==> config.mk <==
export PLATFORM = sky130hd
export DESIGN_NAME = hpdc_top
export DESIGN_NICKNAME = d
export VERILOG_FILES = /design/src/rtl/hpdc_pkg.sv /design/src/rtl/hpdc_top.sv
export SDC_FILE = /design/constraint.sdc
export NUM_CORES = 1
export LEC_CHECK = 0
export BUFFER_PORTS_ARGS = -buffer_cell sky130_fd_sc_hd__buf_2
export CORE_AREA = 2 2 91 93
export DETAILED_ROUTE_END_ITERATION = 12
export DIE_AREA = 0 0 93 95
export HOLD_SLACK_MARGIN = 0.02
export PLACE_DENSITY_LB_ADDON = 0.1
export SLEW_MARGIN = 20
export SYNTH_ARGS = -nofsm -noshare
export SYNTH_HDL_FRONTEND = slang
export SYNTH_SLANG_ARGS = --single-unit
==> constraint.sdc <==
create_clock -name ref_clk -period 2.18 [get_ports ref_clk]
set_input_delay 0.436 -clock ref_clk [delete_from_list [all_inputs] [get_ports ref_clk]]
set_output_delay 0.436 -clock ref_clk [all_outputs]
set_load 0.01 [all_outputs]
==> src/rtl/hpdc_pkg.sv <==
// Constants, field layout and types for the host port request/irq config
// How it works
// - The incoming acknowledge pin counts as active low when ack_polarity is 0 and active high when it is 1.
// - The request pin is driven active low when req_polarity is 0 and active high when it is 1.
// - With req_force_enable set the request pin is forced to req_force_value, otherwise nothing is forced.
// - With irq_force_enable set the irq pin is forced to irq_force_value, otherwise nothing is forced.
// - The irq polarity bit is applied directly by hardware to the irq pin level.
// - In pulse mode the request drops when the acknowledge drops and stays low for a fixed gap before it may rise again.
// - In burst mode the request drops after the burst of words and rises again only after the acknowledge has dropped.
// - A burst length code of 0 to 14 means two to that power words and matters only in burst mode.
// - A burst length code of 15 means an unbounded burst that ends only on the last cycle of the transfer.
// - The init mode flag reads 1 in initialization and 0 in normal operation, and firmware clears it through the internal copy.
// - The init mode flag is one bit shown identically in the host port config and the internal interface config.
package hpdc_pkg;

  // Register byte addresses
  localparam logic [31:0] ADDR_HOST_PORT_CONFIG      = 32'h0e0017e0;
  localparam logic [31:0] ADDR_INTERNAL_IFACE_CONFIG = 32'h0e0017f0;
  localparam logic [31:0] ADDR_STATUS                = 32'h0e0017f4;

  // host_port_config field positions
  localparam int ACK_POLARITY_BIT     = 15;
  localparam int REQ_POLARITY_BIT     = 14;
  localparam int REQ_FORCE_VALUE_BIT  = 13;
  localparam int REQ_FORCE_ENABLE_BIT = 12;
  localparam int IRQ_POLARITY_BIT     = 11;
  localparam int IRQ_FORCE_VALUE_BIT  = 10;
  localparam int IRQ_FORCE_ENABLE_BIT = 9;
  localparam int REQ_MODE_BIT         = 7;
  localparam int INIT_MODE_BIT        = 6;
  localparam int BURST_CODE_LSB       = 0;
  localparam int BURST_CODE_W         = 4;

  // Reset value of host_port_config and its writable bits other than init mode bit 6
  localparam logic [15:0] CONFIG_RESET = 16'h0045;
  localparam logic [15:0] CONFIG_WMASK = 16'hfe8f;

  // internal_iface_config: init mode copy position
  localparam int INIT_COPY_BIT = 0;

  // status register field positions
  localparam int STAT_STATE_LSB = 0;
  localparam int STAT_ACK_BIT   = 2;
  localparam int STAT_REQ_BIT   = 3;
  localparam int STAT_IRQ_BIT   = 4;
  localparam int STAT_CNT_LSB   = 16;

  // Burst encoding
  localparam logic [3:0] BURST_UNBOUNDED = 4'hf;
  localparam int         WORD_CNT_W      = 15;

  // Pulse mode gap time and its cycle count, rounded up
  localparam int CLK_PERIOD_NS    = 10;
  localparam int PULSE_GAP_NS     = 100;
  localparam int PULSE_GAP_CYCLES =
    (PULSE_GAP_NS + CLK_PERIOD_NS - 1) / CLK_PERIOD_NS < 1 ? 1 :
    (PULSE_GAP_NS + CLK_PERIOD_NS - 1) / CLK_PERIOD_NS;
  localparam int GAP_CNT_W = 8;

  // AHB transfer type encodings
  localparam logic [1:0] HTRANS_NONSEQ = 2'b10;
  localparam logic [1:0] HTRANS_SEQ    = 2'b11;

  // Request sequencer states, Gray along idle-req-hold-gap
  typedef enum logic [1:0] {
    HPDC_IDLE = 2'b00,
    HPDC_REQ  = 2'b01,
    HPDC_HOLD = 2'b11,
    HPDC_GAP  = 2'b10
  } hpdc_state_t;

  // Register selection
  typedef enum logic [1:0] {
    HPDC_SEL_NONE = 2'b00,
    HPDC_SEL_CFG  = 2'b01,
    HPDC_SEL_COPY = 2'b10,
    HPDC_SEL_STAT = 2'b11
  } hpdc_sel_t;

endpackage

==> src/rtl/hpdc_top.sv <==
// Host port DMA request and irq configuration with AHB-Lite registers
//
// The AHB-Lite slave port was left to the implementer.
`timescale 1ns/10ps

module hpdc_top (
  input  wire logic        ref_clk,
  input  wire logic        reset,
  // AHB-Lite slave
  input  wire logic        hsel,
  input  wire logic [31:0] haddr,
  input  wire logic [1:0]  htrans,
  input  wire logic        hwrite,
  input  wire logic [2:0]  hsize,
  input  wire logic [31:0] hwdata,
  input  wire logic        hready,
  output logic             hreadyout,
  output logic             hresp,
  output logic [31:0]      hrdata,
  // Internal sources
  input  wire logic        dma_ready,
  input  wire logic        event_irq,
  input  wire logic        word_xfer,
  input  wire logic        xfer_last,
  // Host pins
  input  wire logic        dma_ack_line,
  output logic             dma_request_line,
  output logic             host_irq_line
);

  // Decode a word address into a register selection
  function automatic hpdc_pkg::hpdc_sel_t decode_sel(
    input logic [31:0] addr
  );
    logic [31:0] word;
    word = {addr[31:2], 2'b00};
    if (word == hpdc_pkg::ADDR_HOST_PORT_CONFIG) begin
      decode_sel = hpdc_pkg::HPDC_SEL_CFG;
    end else if (word == hpdc_pkg::ADDR_INTERNAL_IFACE_CONFIG) begin
      decode_sel = hpdc_pkg::HPDC_SEL_COPY;
    end else if (word == hpdc_pkg::ADDR_STATUS) begin
      decode_sel = hpdc_pkg::HPDC_SEL_STAT;
    end else begin
      decode_sel = hpdc_pkg::HPDC_SEL_NONE;
    end
  endfunction

  // Burst length in words, two to the power of the code
  function automatic logic [hpdc_pkg::WORD_CNT_W-1:0] burst_words(
    input logic [3:0] code
  );
    burst_words = hpdc_pkg::WORD_CNT_W'(1) << code;
  endfunction

  // Configuration fields
  logic        ack_polarity;
  logic        req_polarity;
  logic        req_force_value;
  logic        req_force_enable;
  logic        irq_polarity;
  logic        irq_force_value;
  logic        irq_force_enable;
  logic        req_signalling_mode;
  logic        init_mode_flag;
  logic [3:0]  burst_length_code;

  // Bus pipeline
  logic                  bus_wr_pend;
  logic                  bus_rd_pend;
  hpdc_pkg::hpdc_sel_t   bus_sel;
  logic                  take_addr;

  // Acknowledge pin synchroniser
  logic        ack_meta;
  logic        ack_s2;
  logic        ack_s3;
  logic        ack_level;
  logic        ack_active;

  // Request sequencer
  hpdc_pkg::hpdc_state_t                 state;
  hpdc_pkg::hpdc_state_t                 next_state;
  logic [hpdc_pkg::WORD_CNT_W-1:0]       word_cnt;
  logic [hpdc_pkg::GAP_CNT_W-1:0]        gap_cnt;
  logic                                  burst_done;
  logic                                  fsm_req;
  logic                                  req_active;
  logic                                  irq_active;
  logic                                  ack_seen;
  logic                                  ack_dropped;

  // Register read views
  logic [31:0] cfg_word;
  logic [31:0] copy_word;
  logic [31:0] stat_word;

  // Address phase is taken on a valid transfer while the bus is ready
  assign take_addr = hsel && hready && htrans[1];

  // Read data: one wait state, write: none
  always_ff @(posedge ref_clk) begin
    if (reset) begin
      bus_wr_pend <= 1'b0;
      bus_rd_pend <= 1'b0;
      bus_sel     <= hpdc_pkg::HPDC_SEL_NONE;
    end else if (take_addr) begin
      bus_wr_pend <= hwrite;
      bus_rd_pend <= !hwrite;
      bus_sel     <= decode_sel(haddr);
    end else if (hreadyout) begin
      bus_wr_pend <= 1'b0;
      bus_rd_pend <= 1'b0;
    end
  end

  // Ready and response; response is always OKAY
  always_ff @(posedge ref_clk) begin
    if (reset) begin
      hreadyout <= 1'b1;
      hresp     <= 1'b0;
    end else begin
      hreadyout <= !(take_addr && !hwrite);
      hresp     <= 1'b0;
    end
  end

  // Read data captured in the wait state; unmapped reads give zero
  always_ff @(posedge ref_clk) begin
    if (reset) begin
      hrdata <= 32'h0000_0000;
    end else if (bus_rd_pend && !hreadyout) begin
      unique case (bus_sel)
        hpdc_pkg::HPDC_SEL_CFG:  hrdata <= cfg_word;
        hpdc_pkg::HPDC_SEL_COPY: hrdata <= copy_word;
        hpdc_pkg::HPDC_SEL_STAT: hrdata <= stat_word;
        hpdc_pkg::HPDC_SEL_NONE: hrdata <= 32'h0000_0000;
      endcase
    end
  end

  // Configuration register, written in the data phase
  always_ff @(posedge ref_clk) begin
    if (reset) begin
      ack_polarity <=
        hpdc_pkg::CONFIG_RESET[hpdc_pkg::ACK_POLARITY_BIT];
      req_polarity <=
        hpdc_pkg::CONFIG_RESET[hpdc_pkg::REQ_POLARITY_BIT];
      req_force_value <=
        hpdc_pkg::CONFIG_RESET[hpdc_pkg::REQ_FORCE_VALUE_BIT];
      req_force_enable <=
        hpdc_pkg::CONFIG_RESET[hpdc_pkg::REQ_FORCE_ENABLE_BIT];
      irq_polarity <=
        hpdc_pkg::CONFIG_RESET[hpdc_pkg::IRQ_POLARITY_BIT];
      irq_force_value <=
        hpdc_pkg::CONFIG_RESET[hpdc_pkg::IRQ_FORCE_VALUE_BIT];
      irq_force_enable <=
        hpdc_pkg::CONFIG_RESET[hpdc_pkg::IRQ_FORCE_ENABLE_BIT];
      req_signalling_mode <=
        hpdc_pkg::CONFIG_RESET[hpdc_pkg::REQ_MODE_BIT];
      burst_length_code <= hpdc_pkg::CONFIG_RESET[
        hpdc_pkg::BURST_CODE_LSB +: hpdc_pkg::BURST_CODE_W];
    end else if (bus_wr_pend && bus_sel == hpdc_pkg::HPDC_SEL_CFG) begin
      ack_polarity        <= hwdata[hpdc_pkg::ACK_POLARITY_BIT];
      req_polarity        <= hwdata[hpdc_pkg::REQ_POLARITY_BIT];
      req_force_value     <= hwdata[hpdc_pkg::REQ_FORCE_VALUE_BIT];
      req_force_enable    <= hwdata[hpdc_pkg::REQ_FORCE_ENABLE_BIT];
      irq_polarity        <= hwdata[hpdc_pkg::IRQ_POLARITY_BIT];
      irq_force_value     <= hwdata[hpdc_pkg::IRQ_FORCE_VALUE_BIT];
      irq_force_enable    <= hwdata[hpdc_pkg::IRQ_FORCE_ENABLE_BIT];
      req_signalling_mode <= hwdata[hpdc_pkg::REQ_MODE_BIT];
      burst_length_code   <= hwdata[
        hpdc_pkg::BURST_CODE_LSB +: hpdc_pkg::BURST_CODE_W];
    end
  end

  // Single init mode flop, written through either register view
  always_ff @(posedge ref_clk) begin
    if (reset) begin
      init_mode_flag <=
        hpdc_pkg::CONFIG_RESET[hpdc_pkg::INIT_MODE_BIT];
    end else if (bus_wr_pend && bus_sel == hpdc_pkg::HPDC_SEL_COPY) begin
      init_mode_flag <= hwdata[hpdc_pkg::INIT_COPY_BIT];
    end else if (bus_wr_pend && bus_sel == hpdc_pkg::HPDC_SEL_CFG) begin
      init_mode_flag <= hwdata[hpdc_pkg::INIT_MODE_BIT];
    end
  end

  // Register read views
  always_comb begin
    cfg_word = 32'h0000_0000;
    cfg_word[hpdc_pkg::ACK_POLARITY_BIT]     = ack_polarity;
    cfg_word[hpdc_pkg::REQ_POLARITY_BIT]     = req_polarity;
    cfg_word[hpdc_pkg::REQ_FORCE_VALUE_BIT]  = req_force_value;
    cfg_word[hpdc_pkg::REQ_FORCE_ENABLE_BIT] = req_force_enable;
    cfg_word[hpdc_pkg::IRQ_POLARITY_BIT]     = irq_polarity;
    cfg_word[hpdc_pkg::IRQ_FORCE_VALUE_BIT]  = irq_force_value;
    cfg_word[hpdc_pkg::IRQ_FORCE_ENABLE_BIT] = irq_force_enable;
    cfg_word[hpdc_pkg::REQ_MODE_BIT]         = req_signalling_mode;
    cfg_word[hpdc_pkg::INIT_MODE_BIT]        = init_mode_flag;
    cfg_word[hpdc_pkg::BURST_CODE_LSB +: hpdc_pkg::BURST_CODE_W] =
      burst_length_code;
  end

  // Internal copy shows the same flop
  always_comb begin
    copy_word = 32'h0000_0000;
    copy_word[hpdc_pkg::INIT_COPY_BIT] = init_mode_flag;
  end

  // Status view of the sequencer
  always_comb begin
    stat_word = 32'h0000_0000;
    stat_word[hpdc_pkg::STAT_STATE_LSB +: 2] = state;
    stat_word[hpdc_pkg::STAT_ACK_BIT]        = ack_active;
    stat_word[hpdc_pkg::STAT_REQ_BIT]        = req_active;
    stat_word[hpdc_pkg::STAT_IRQ_BIT]        = irq_active;
    stat_word[hpdc_pkg::STAT_CNT_LSB +: hpdc_pkg::WORD_CNT_W] = word_cnt;
  end

  // Three-stage pin synchroniser, reset to the idle level of an active-low
  // acknowledge so that no false acknowledge follows reset
  always_ff @(posedge ref_clk) begin
    if (reset) begin
      ack_meta <= 1'b1;
      ack_s2   <= 1'b1;
      ack_s3   <= 1'b1;
    end else begin
      ack_meta <= dma_ack_line;
      ack_s2   <= ack_meta;
      ack_s3   <= ack_s2;
    end
  end

  // Accept a pin change only when stages two and three agree
  always_ff @(posedge ref_clk) begin
    if (reset) begin
      ack_level <= 1'b1;
    end else if (ack_s2 == ack_s3) begin
      ack_level <= ack_s3;
    end
  end

  // Acknowledge polarity
  assign ack_active = ack_polarity ? ack_level : !ack_level;

  // Burst end: bounded count or last transfer cycle when unbounded
  always_comb begin
    if (burst_length_code == hpdc_pkg::BURST_UNBOUNDED) begin
      burst_done = ack_active && word_xfer && xfer_last;
    end else begin
      burst_done = ack_active && word_xfer &&
        (word_cnt + hpdc_pkg::WORD_CNT_W'(1) ==
         burst_words(burst_length_code));
    end
  end

  // Request sequencer next state
  always_comb begin
    next_state = state;
    unique case (state)
      hpdc_pkg::HPDC_IDLE: begin
        if (dma_ready) begin
          next_state = hpdc_pkg::HPDC_REQ;
        end
      end
      hpdc_pkg::HPDC_REQ: begin
        if (req_signalling_mode) begin
          if (burst_done) begin
            next_state = hpdc_pkg::HPDC_HOLD;
          end
        end else if (ack_dropped) begin
          next_state = hpdc_pkg::HPDC_GAP;
        end
      end
      hpdc_pkg::HPDC_HOLD: begin
        if (!ack_active) begin
          next_state = hpdc_pkg::HPDC_IDLE;
        end
      end
      hpdc_pkg::HPDC_GAP: begin
        if (gap_cnt == hpdc_pkg::GAP_CNT_W'(1)) begin
          next_state = hpdc_pkg::HPDC_IDLE;
        end
      end
    endcase
  end

  // Pulse mode ends once an acknowledge was seen and has dropped
  assign ack_dropped = ack_seen && !ack_active;

  // Track whether acknowledge was active during this request
  always_ff @(posedge ref_clk) begin
    if (reset) begin
      ack_seen <= 1'b0;
    end else if (state != hpdc_pkg::HPDC_REQ) begin
      ack_seen <= 1'b0;
    end else if (ack_active) begin
      ack_seen <= 1'b1;
    end
  end

  // State register
  always_ff @(posedge ref_clk) begin
    if (reset) begin
      state <= hpdc_pkg::HPDC_IDLE;
    end else begin
      state <= next_state;
    end
  end

  // Words moved in the current burst
  always_ff @(posedge ref_clk) begin
    if (reset) begin
      word_cnt <= '0;
    end else if (state != hpdc_pkg::HPDC_REQ) begin
      word_cnt <= '0;
    end else if (ack_active && word_xfer) begin
      word_cnt <= word_cnt + hpdc_pkg::WORD_CNT_W'(1);
    end
  end

  // Gap timer, loaded on entry to the gap state
  always_ff @(posedge ref_clk) begin
    if (reset) begin
      gap_cnt <= '0;
    end else if (next_state == hpdc_pkg::HPDC_GAP &&
                 state != hpdc_pkg::HPDC_GAP) begin
      gap_cnt <= hpdc_pkg::GAP_CNT_W'(hpdc_pkg::PULSE_GAP_CYCLES);
    end else if (gap_cnt != '0) begin
      gap_cnt <= gap_cnt - hpdc_pkg::GAP_CNT_W'(1);
    end
  end

  // Request is raised only in the request state
  assign fsm_req = (state == hpdc_pkg::HPDC_REQ);

  // Overrides take precedence over internal sources
  assign req_active = req_force_enable ? req_force_value : fsm_req;
  assign irq_active = irq_force_enable ? irq_force_value
                                       : event_irq;

  // Pin levels with polarity, straight from flops
  always_ff @(posedge ref_clk) begin
    if (reset) begin
      dma_request_line <= 1'b1;
      host_irq_line    <= 1'b1;
    end else begin
      dma_request_line <= req_polarity ? req_active : !req_active;
      host_irq_line    <= irq_polarity ? irq_active : !irq_active;
    end
  end

endmodule

==> Word level (Yosys, flattened, before mapping) <==
Cells that the tools add are included.
W data, S select, Z words.
{ "word_totals": {"regBits": 82, "inputBits": 79, "output_inout_bits": 36, "word_cells": 95} }
{ "op_classes": {"addsub": 2, "n_eq_ne": 16, "shifts": 1, "n_mux": 24, "n_reduce_logical": 26} }
{ "ops": {"columns": ["cell", "n"], "rows": [
  ["$pmux W32 S4", 1],
  ["$eq A30 B26 Y1 const B", 3],
  ["$mux W2", 9],
  ["$add A15 B1 Y15 const B", 1],
  ["$eq A15 B15 Y1", 1],
  ["$shl A1 B4 Y15 const A", 1],
  ["$logic_and A1 B1 Y1", 11],
  ["$mux W1", 11],
  ["$eq A2 B2 Y1 const B", 5],
  ["$eq A8 B1 Y1 const B", 1],
  ["$mux W4", 2],
  ["$pmux W2 S4", 1],
  ["$reduce_bool A8 Y1", 1],
  ["$sub A8 B1 Y8 const B", 1],
  ["$logic_not A1 Y1", 7],
  ["$reduce_bool A2 Y1", 3],
  ["$eq A2 B1 Y1 const B", 2],
  ["$eq A4 B4 Y1 const B", 1],
  ["$logic_not A2 Y1", 2],
  ["$reduce_or A2 Y1", 2],
  ["$ne A2 B1 Y1 const B", 1],
  ["$ne A2 B2 Y1 const B", 1],
  ["$eq A1 B1 Y1", 1]
]} }

==> Depth between registers and ports, before layout <==
Gate-level depths: netlist of the first run.
{ "depth": {"ltp_word": 11, "depth_mapped": 8, "ltp_nobuf": 7} }

==> Worst setup path before layout of the first run <==
Ideal clock, no wire load.
{ "synth_path": {"kind": "register to register", "from": "register word_cnt[1] in the netlist's numbering", "to": "register state[1]", "setup_time_ns": 0.122, "arrival_time_ns": 1.746, "required_ns": 2.058, "slack_ns": 0.312, "stages_incl_launch_ff": 8, "path_buffers": 0, "synth_period_minus_slack_ns": 1.868, "cell_sequence": "dfxtp_1 -> ha_1 -> nand3_2 -> nor4_4 -> xnor2_1 -> mux2_4 -> a32oi_1 -> o31ai_1"} }
{ "synth_via": {"elab_chain_len": 7} }
{ "synth_rtl": {"columns": ["item", "line", "text"], "rows": [
  ["start, declared", "hpdc_top.sv:83", "logic [hpdc_pkg::WORD_CNT_W-1:0] word_cnt;"],
  ["start signal, assigned", "hpdc_top.sv:318", "word_cnt <= word_cnt + hpdc_pkg::WORD_CNT_W'(1);"],
  ["$add A15 B1 Y15", "hpdc_top.sv:252", "(word_cnt + hpdc_pkg::WORD_CNT_W'(1) =="],
  ["$eq A15 B15 Y1", "hpdc_top.sv:252", null],
  ["$logic_and A1 B1 Y1", "hpdc_top.sv:251", "burst_done = ack_active && word_xfer &&"],
  ["$mux W1", "hpdc_top.sv:248", "if (burst_length_code == hpdc_pkg::BURST_UNBOUNDED) begin"],
  ["$mux W2", "hpdc_top.sv:268", "if (burst_done) begin"],
  ["$mux W2", "hpdc_top.sv:267", "if (req_signalling_mode) begin"],
  ["$pmux W2 S4", "hpdc_top.sv:260", "unique case (state)"],
  ["end signal, assigned", "hpdc_top.sv:305", "state <= hpdc_pkg::HPDC_IDLE;"],
  ["end signal, assigned", "hpdc_top.sv:307", "state <= next_state;"],
  ["end, declared", "hpdc_top.sv:81", "hpdc_pkg::hpdc_state_t state;"]
]} }
No other way between the ends.
A chain may end at the register's enable or synchronous reset.

==> Worst setup path in the final report of the first run <==
{ "layout_path": {"from": "register word_cnt[10] in the netlist's numbering", "to": "register state[1]"} }
Same word-level chain as after synthesis.

==> reports/qor.txt, run 1 <==
switching power: 0.000906 W
switching fraction of total power: 28.3%
CP max-delay cell: dfxtp_1
clock sink count: 79
Synth Area in Simple Gates: 29.3%
RSZ-0062 raised after global routing: false
Mapped Area: 0.00399 mm^2
main combinational cell family by area after synthesis: simple AND/OR/NAND/NOR gates
Clock Pin Slew Worst Setup and Hold Paths: 0.09 ns
Boundary Pins: 115
Yosys top cell area share: 39.6%
design area: 0.00466 mm^2
Final setup viols: 0
fmax: 0.497 GHz
vias in the first global route: 3247
fraction of layout cells with a size suffix above 1: 24.9%
core area: 0.00793 mm^2
reg-to-reg slack, setup: 0.17 ns
CP endpoint kind: flop
CP delay by family, top: flip-flops
routed via count: 3573
most frequent cell after synthesis: dfxtp_1
worst path arrival time: 2.25 ns
Worst-Skew Late Latency: 0.35 ns
distinct cell type count after synthesis: 55
Yosys reg bits: 79
setup TNS: 0 ns
first-pass GRT wire length: 15.2 mm
TritonRoute pass-1 iters: 5
Period minus WS final: 2.01 ns
CTS Hold Bufs: 0
Synth Area in Compound Gates: 12.9%
Async SR Flop Fraction: 0%
routed wire length: 9.37 mm
CTS tree: done
Syn Area/Cell: 8.47 um^2
Worst-Margin Slew: 0.667 ns
CTS root buf: clkbuf_8
combinational share of power: 15.3%
DIE AREA: 0.00884 mm^2
class of the worst hold path: in2reg
DRC Markers: 0
port buffer count: 85
Tot GR Track Use: 21.7%
Rows: 33
Final Max Slew Viols: 0
Max Cap Viol: 0
post-synthesis instance total: 471
DRT iter0 DRCs: 139
clock power share: 35.3%
internal power: 0.00229 W
Max Clock Skew: 0.00825 ns
Die Wd: 93 um
synth-to-layout area growth: 16.8%
static leakage: 1.90 nW
post-synthesis sequential area ratio: 39.6%
Initial Utilization: 50.3%
Reg power frac: 49.4%
CP Max Fanout: 7
worst path bufs/invs: 0
initial antenna violation count: 0
total CTS buffers: 9
Antenna Cells: 0
Hold Violations, Final: 0
critical path class: reg2reg
status: complete, no violations
postcts setup bufs: 0
EDFF count, synth: 0
post-synthesis mux area share: 1.63%
critical path data required time: 2.42 ns
Slew headroom: 55.5%
crit share post-route: 92.2%
Max rail drop VDD: 0.000606 V
GRT overflow: 0
synth warn: 0
Synth Area in Adders: 0.941%
Clock Tree Buf Depth: 2
RePlAce Congestion: 0.803
worst-path cell chain: nand4_4, nor4_4, xnor2_1, mux2_4, a32oi_1, o31ai_1
drt wl/cell: 14.2 um
slowest stage delay, CP: 0.55 ns
cell taking the most area after synthesis: dfxtp_1
final net count: 631
Cell Pwr Density: 686 mW/mm^2
CTS HTree Levels: 3
Startpoint Class: flop
largest net degree at the start of global routing: 45
Via density: 5.42
post-route ant nets: 0
xor and xnor fraction of the mapped netlist area: 8.78%
total power: 0.00320 W
main area contributors after synthesis: dfxtp_1 40%, nor2_1 7.1%, xnor2_1 5.3%
dpl hpwl: 6.93 mm
Area after DPL: 0.00445 mm^2
Synth top cells by count: 79 x dfxtp_1, 75 x nor2_1, 50 x nand2_1, 27 x a22oi_1
Die Height: 95 um
Post-synth top flop: dfxtp_1
-- sequential cells by signal, indices dropped and copies added, names as in the netlist, 2 cells and up --
| name | flops |
|---|---|
| bus_sel | 2 |
| state | 2 |
| burst_length_code | 4 |
| hrdata | 29 |
| word_cnt | 15 |
| gap_cnt | 8 |
-- cells in the final DEF, fill, tap and decap left out, types with 4 or more instances in the layout --
cell type / count
buf_2: 85
or2_2: 4
o21ai_0: 6
nor4_1: 6
and3_1: 5
nand2_1: 50
nand3_1: 16
nor3_1: 9
xor2_1: 16
nand4b_1: 5
clkbuf_8: 9
mux2i_1: 5
nand2b_1: 7
a21oi_1: 24
xnor2_1: 23
conb_1: 4
a22oi_1: 27
dfxtp_1: 79
nor2b_1: 5
nor4b_1: 4
buf_4: 20
nand4_1: 6
nor2_1: 75
-- cell type report --
type / count / area [um^2]
multi-input cells: 352 / 2160
clock inverters: 7 / 80.1
fillers: 748 / 3270
clock buffers: 9 / 124
flip-flops and latches: 79 / 1580
repair buffers: 105 / 576
well taps: 105 / 131
inverters: 2 / 7.51
-- through the flow --
stage	std cells	utilization, %	setup WS (ns)	hold WS [ns]
6_report	659	58.8	0.169	0.268
5_1_grt	659	58.8	0.0376	0.252
4_1_cts	659	58.7	0.0265	0.255
3_5_place_dp	643	56.1	0.0259	0.403
3_3_place_gp	643	56.1	0.0793	0.393
2_1_floorplan	474	-	0.312	0.389
-- kinds of logic (layout without fill, tap and decap cells) --
logic type	count (synthesis)	in the layout
fa+ha+maj	3	3
other cells	1	4
buf+inv	43	123
flops	79	79
simple gates	221	221
compound gates	78	78
xor+xnor	40	40
mux	6	6
-- per-layer routing --
metal	global-route usage [%]	up-vias	wire (um)
met2	39.4	101	4860
met5	0	-	0
li1	-	1802	-
met1	26.5	1660	3990
met4	5.15	0	74
met3	4.23	10	439
-- power by group through the flow --
| stage | Clock (W) | Combinational [W] | Sequential [W] |
|---|---|---|---|
| 2_1_floorplan | 0 | 0.000352 | 0.00160 |
| 3_3_place_gp | 0 | 0.000476 | 0.00161 |
| 3_5_place_dp | 0 | 0.000487 | 0.00161 |
| 4_1_cts | 0.00116 | 0.000491 | 0.00158 |
| 5_1_grt | 0.00123 | 0.000551 | 0.00159 |
| 6_report | 0.00113 | 0.000489 | 0.00158 |
-- timing repair --
item	CTS	global route
hold endpoints to repair	0	0
setup endpoints to repair	0	6
resized for setup	0	1
-- worst paths after layout --
path / endpoint / from / cells past startpoint
max: state[1] / word_cnt[10] / 6
min: ack_meta / dma_ack_line / 2
max reg2reg: state[1] / word_cnt[10] / 6
min reg2reg: ack_s2 / ack_meta / 1
(Power assumes the default switching activity.)
==> run 2: changes to the inputs <==
- MAX_ROUTING_LAYER: unset -> met4
==> run 2 against run 1 <==
Global-route usage rose by 0.67 points. Clock skew barely moved. Register-to-register slack barely moved. Routed wire length barely moved. Core utilization did not move. Worst setup slack got worse by 0.011 ns. Die area did not move. Critical path type unchanged. Final cell count did not move. Power rose by 0.19%.
==> reports/qor.txt, run 2 (same netlist as run 1, synthesis figures left out) <==
critical path class: reg2reg
Die Wd: 93 um
RSZ-0062 raised after global routing: false
DRC Markers: 0
CTS tree: done
RePlAce Congestion: 0.815
Clock Tree Buf Depth: 2
Startpoint Class: flop
Area after DPL: 0.00445 mm^2
Regs by FF count: hrdata: 29 flops, word_cnt: 15 flops, gap_cnt: 8 flops
Reg power frac: 49.3%
Rows: 33
Boundary Pins: 115
design area: 0.00466 mm^2
fraction of layout cells with a size suffix above 1: 24.9%
busiest layer in global routing: met2
Initial Utilization: 50.3%
leading cell types in the layout, fill and taps excluded: 85 x buf_2, 79 x dfxtp_1, 75 x nor2_1
Tot GR Track Use: 22.4%
M1 GR Usage: 26.8%
Period minus WS final: 2.02 ns
most common cell after layout, fill and taps aside: buf_2
routed wire length: 9.37 mm
Worst-Margin Slew: 0.651 ns
CP max-delay cell: dfxtp_1
GRT met2 Usage: 39.3%
first-pass GRT wire length: 15.3 mm
drt wl/cell: 14.2 um
Final Max Slew Viols: 0
routed via count: 3579
switching fraction of total power: 28.5%
final net count: 631
worst-path cell chain: nand4_4, nor4_4, xnor2_1, mux2_4, a32oi_1, o31ai_1
critical path data required time: 2.42 ns
combinational share of power: 15.3%
largest register by flop count: hrdata
Placed Instances: 643
largest net degree at the start of global routing: 45
Max rail drop VDD: 0.000604 V
fmax: 0.495 GHz
CTS Hold Bufs: 0
total power: 0.00320 W
DRT iter0 DRCs: 160
synth-to-layout area growth: 16.8%
vias in the first global route: 3232
number of flip-flops in the largest register: 29
post-route ant nets: 0
status: complete, no violations
Hold Violations, Final: 0
Cell Pwr Density: 687 mW/mm^2
worst path bufs/invs: 0
static leakage: 1.90 nW
Via density: 5.43
CTS HTree Levels: 3
core area: 0.00793 mm^2
GRT overflow: 0
CP Max Fanout: 7
setup TNS: 0 ns
Die Height: 95 um
internal power: 0.00229 W
initial antenna violation count: 0
Final setup viols: 0
dpl hpwl: 6.93 mm
crit share post-route: 92.7%
Antenna Cells: 0
CP delay by family, top: flip-flops
Worst-Skew Late Latency: 0.35 ns
M3 GR Usage: 4.07%
slowest stage delay, CP: 0.55 ns
clock power share: 35.5%
final std cells w/o fill: 659
total CTS buffers: 9
worst path arrival time: 2.27 ns
CP endpoint kind: flop
DIE AREA: 0.00884 mm^2
Max Clock Skew: 0.00866 ns
TritonRoute pass-1 iters: 4
clock sink count: 79
switching power: 0.000912 W
port buffer count: 85
Clock Pin Slew Worst Setup and Hold Paths: 0.09 ns
Slew headroom: 56.6%
CTS root buf: clkbuf_8
Max Cap Viol: 0
class of the worst hold path: in2reg
run 2: power groups by stage:
stage          logic (W)  clock network [W]  registers (W)
2_1_floorplan   0.000352                  0        0.00160
3_3_place_gp    0.000476                  0        0.00161
5_1_grt         0.000552            0.00123        0.00159
6_report        0.000489            0.00114        0.00158
4_1_cts         0.000491            0.00116        0.00158
3_5_place_dp    0.000487                  0        0.00161
run 2: timing repair:
action,in CTS,in global routing
setup buffers,0,0
endpoints found under the setup margin,0,6
gates resized for setup,0,1
hold endpoints to repair,0,0
run 2: area by class of cell:
cell class              count  area, um^2
fillers                   748        3270
clock inverters             7        80.1
multi-input cells         352        2160
well taps                 105         131
inverters                   2        7.51
repair buffers            105         576
clock buffers               9         124
flip-flops and latches     79        1580
run 2: worst register-to-register path, stage by stage, from the launching register on:
cell     delay, ns
dfxtp_1       0.55
nand4_4       0.22
nor4_4        0.32
xnor2_1       0.20
mux2_4        0.33
a32oi_1       0.20
o31ai_1       0.10
run 2: metal layers:
metal  vias up  wire length [um]
met3         7               355
li1       1799                 -
met1      1678              4030
met5         -                 0
met2        95              4920
met4         0                70
run 2: worst paths after layout:
check                                   from        to  slack [ns]  depth (start not counted)
worst min register to register      ack_meta    ack_s2        0.42                          1
worst min-delay path            dma_ack_line  ack_meta        0.26                          2
worst max register to register  word_cnt[10]  state[1]        0.16                          6
worst max-delay path            word_cnt[10]  state[1]        0.16                          6
run 2: metrics by stage:
step	hold WS [ns]	setup WS (ns)	utilization, %
2_1_floorplan	0.389	0.312	-
6_report	0.265	0.159	58.8
4_1_cts	0.255	0.0265	58.7
5_1_grt	0.252	0.0376	58.8
3_3_place_gp	0.393	0.0793	56.1
3_5_place_dp	0.403	0.0259	56.1
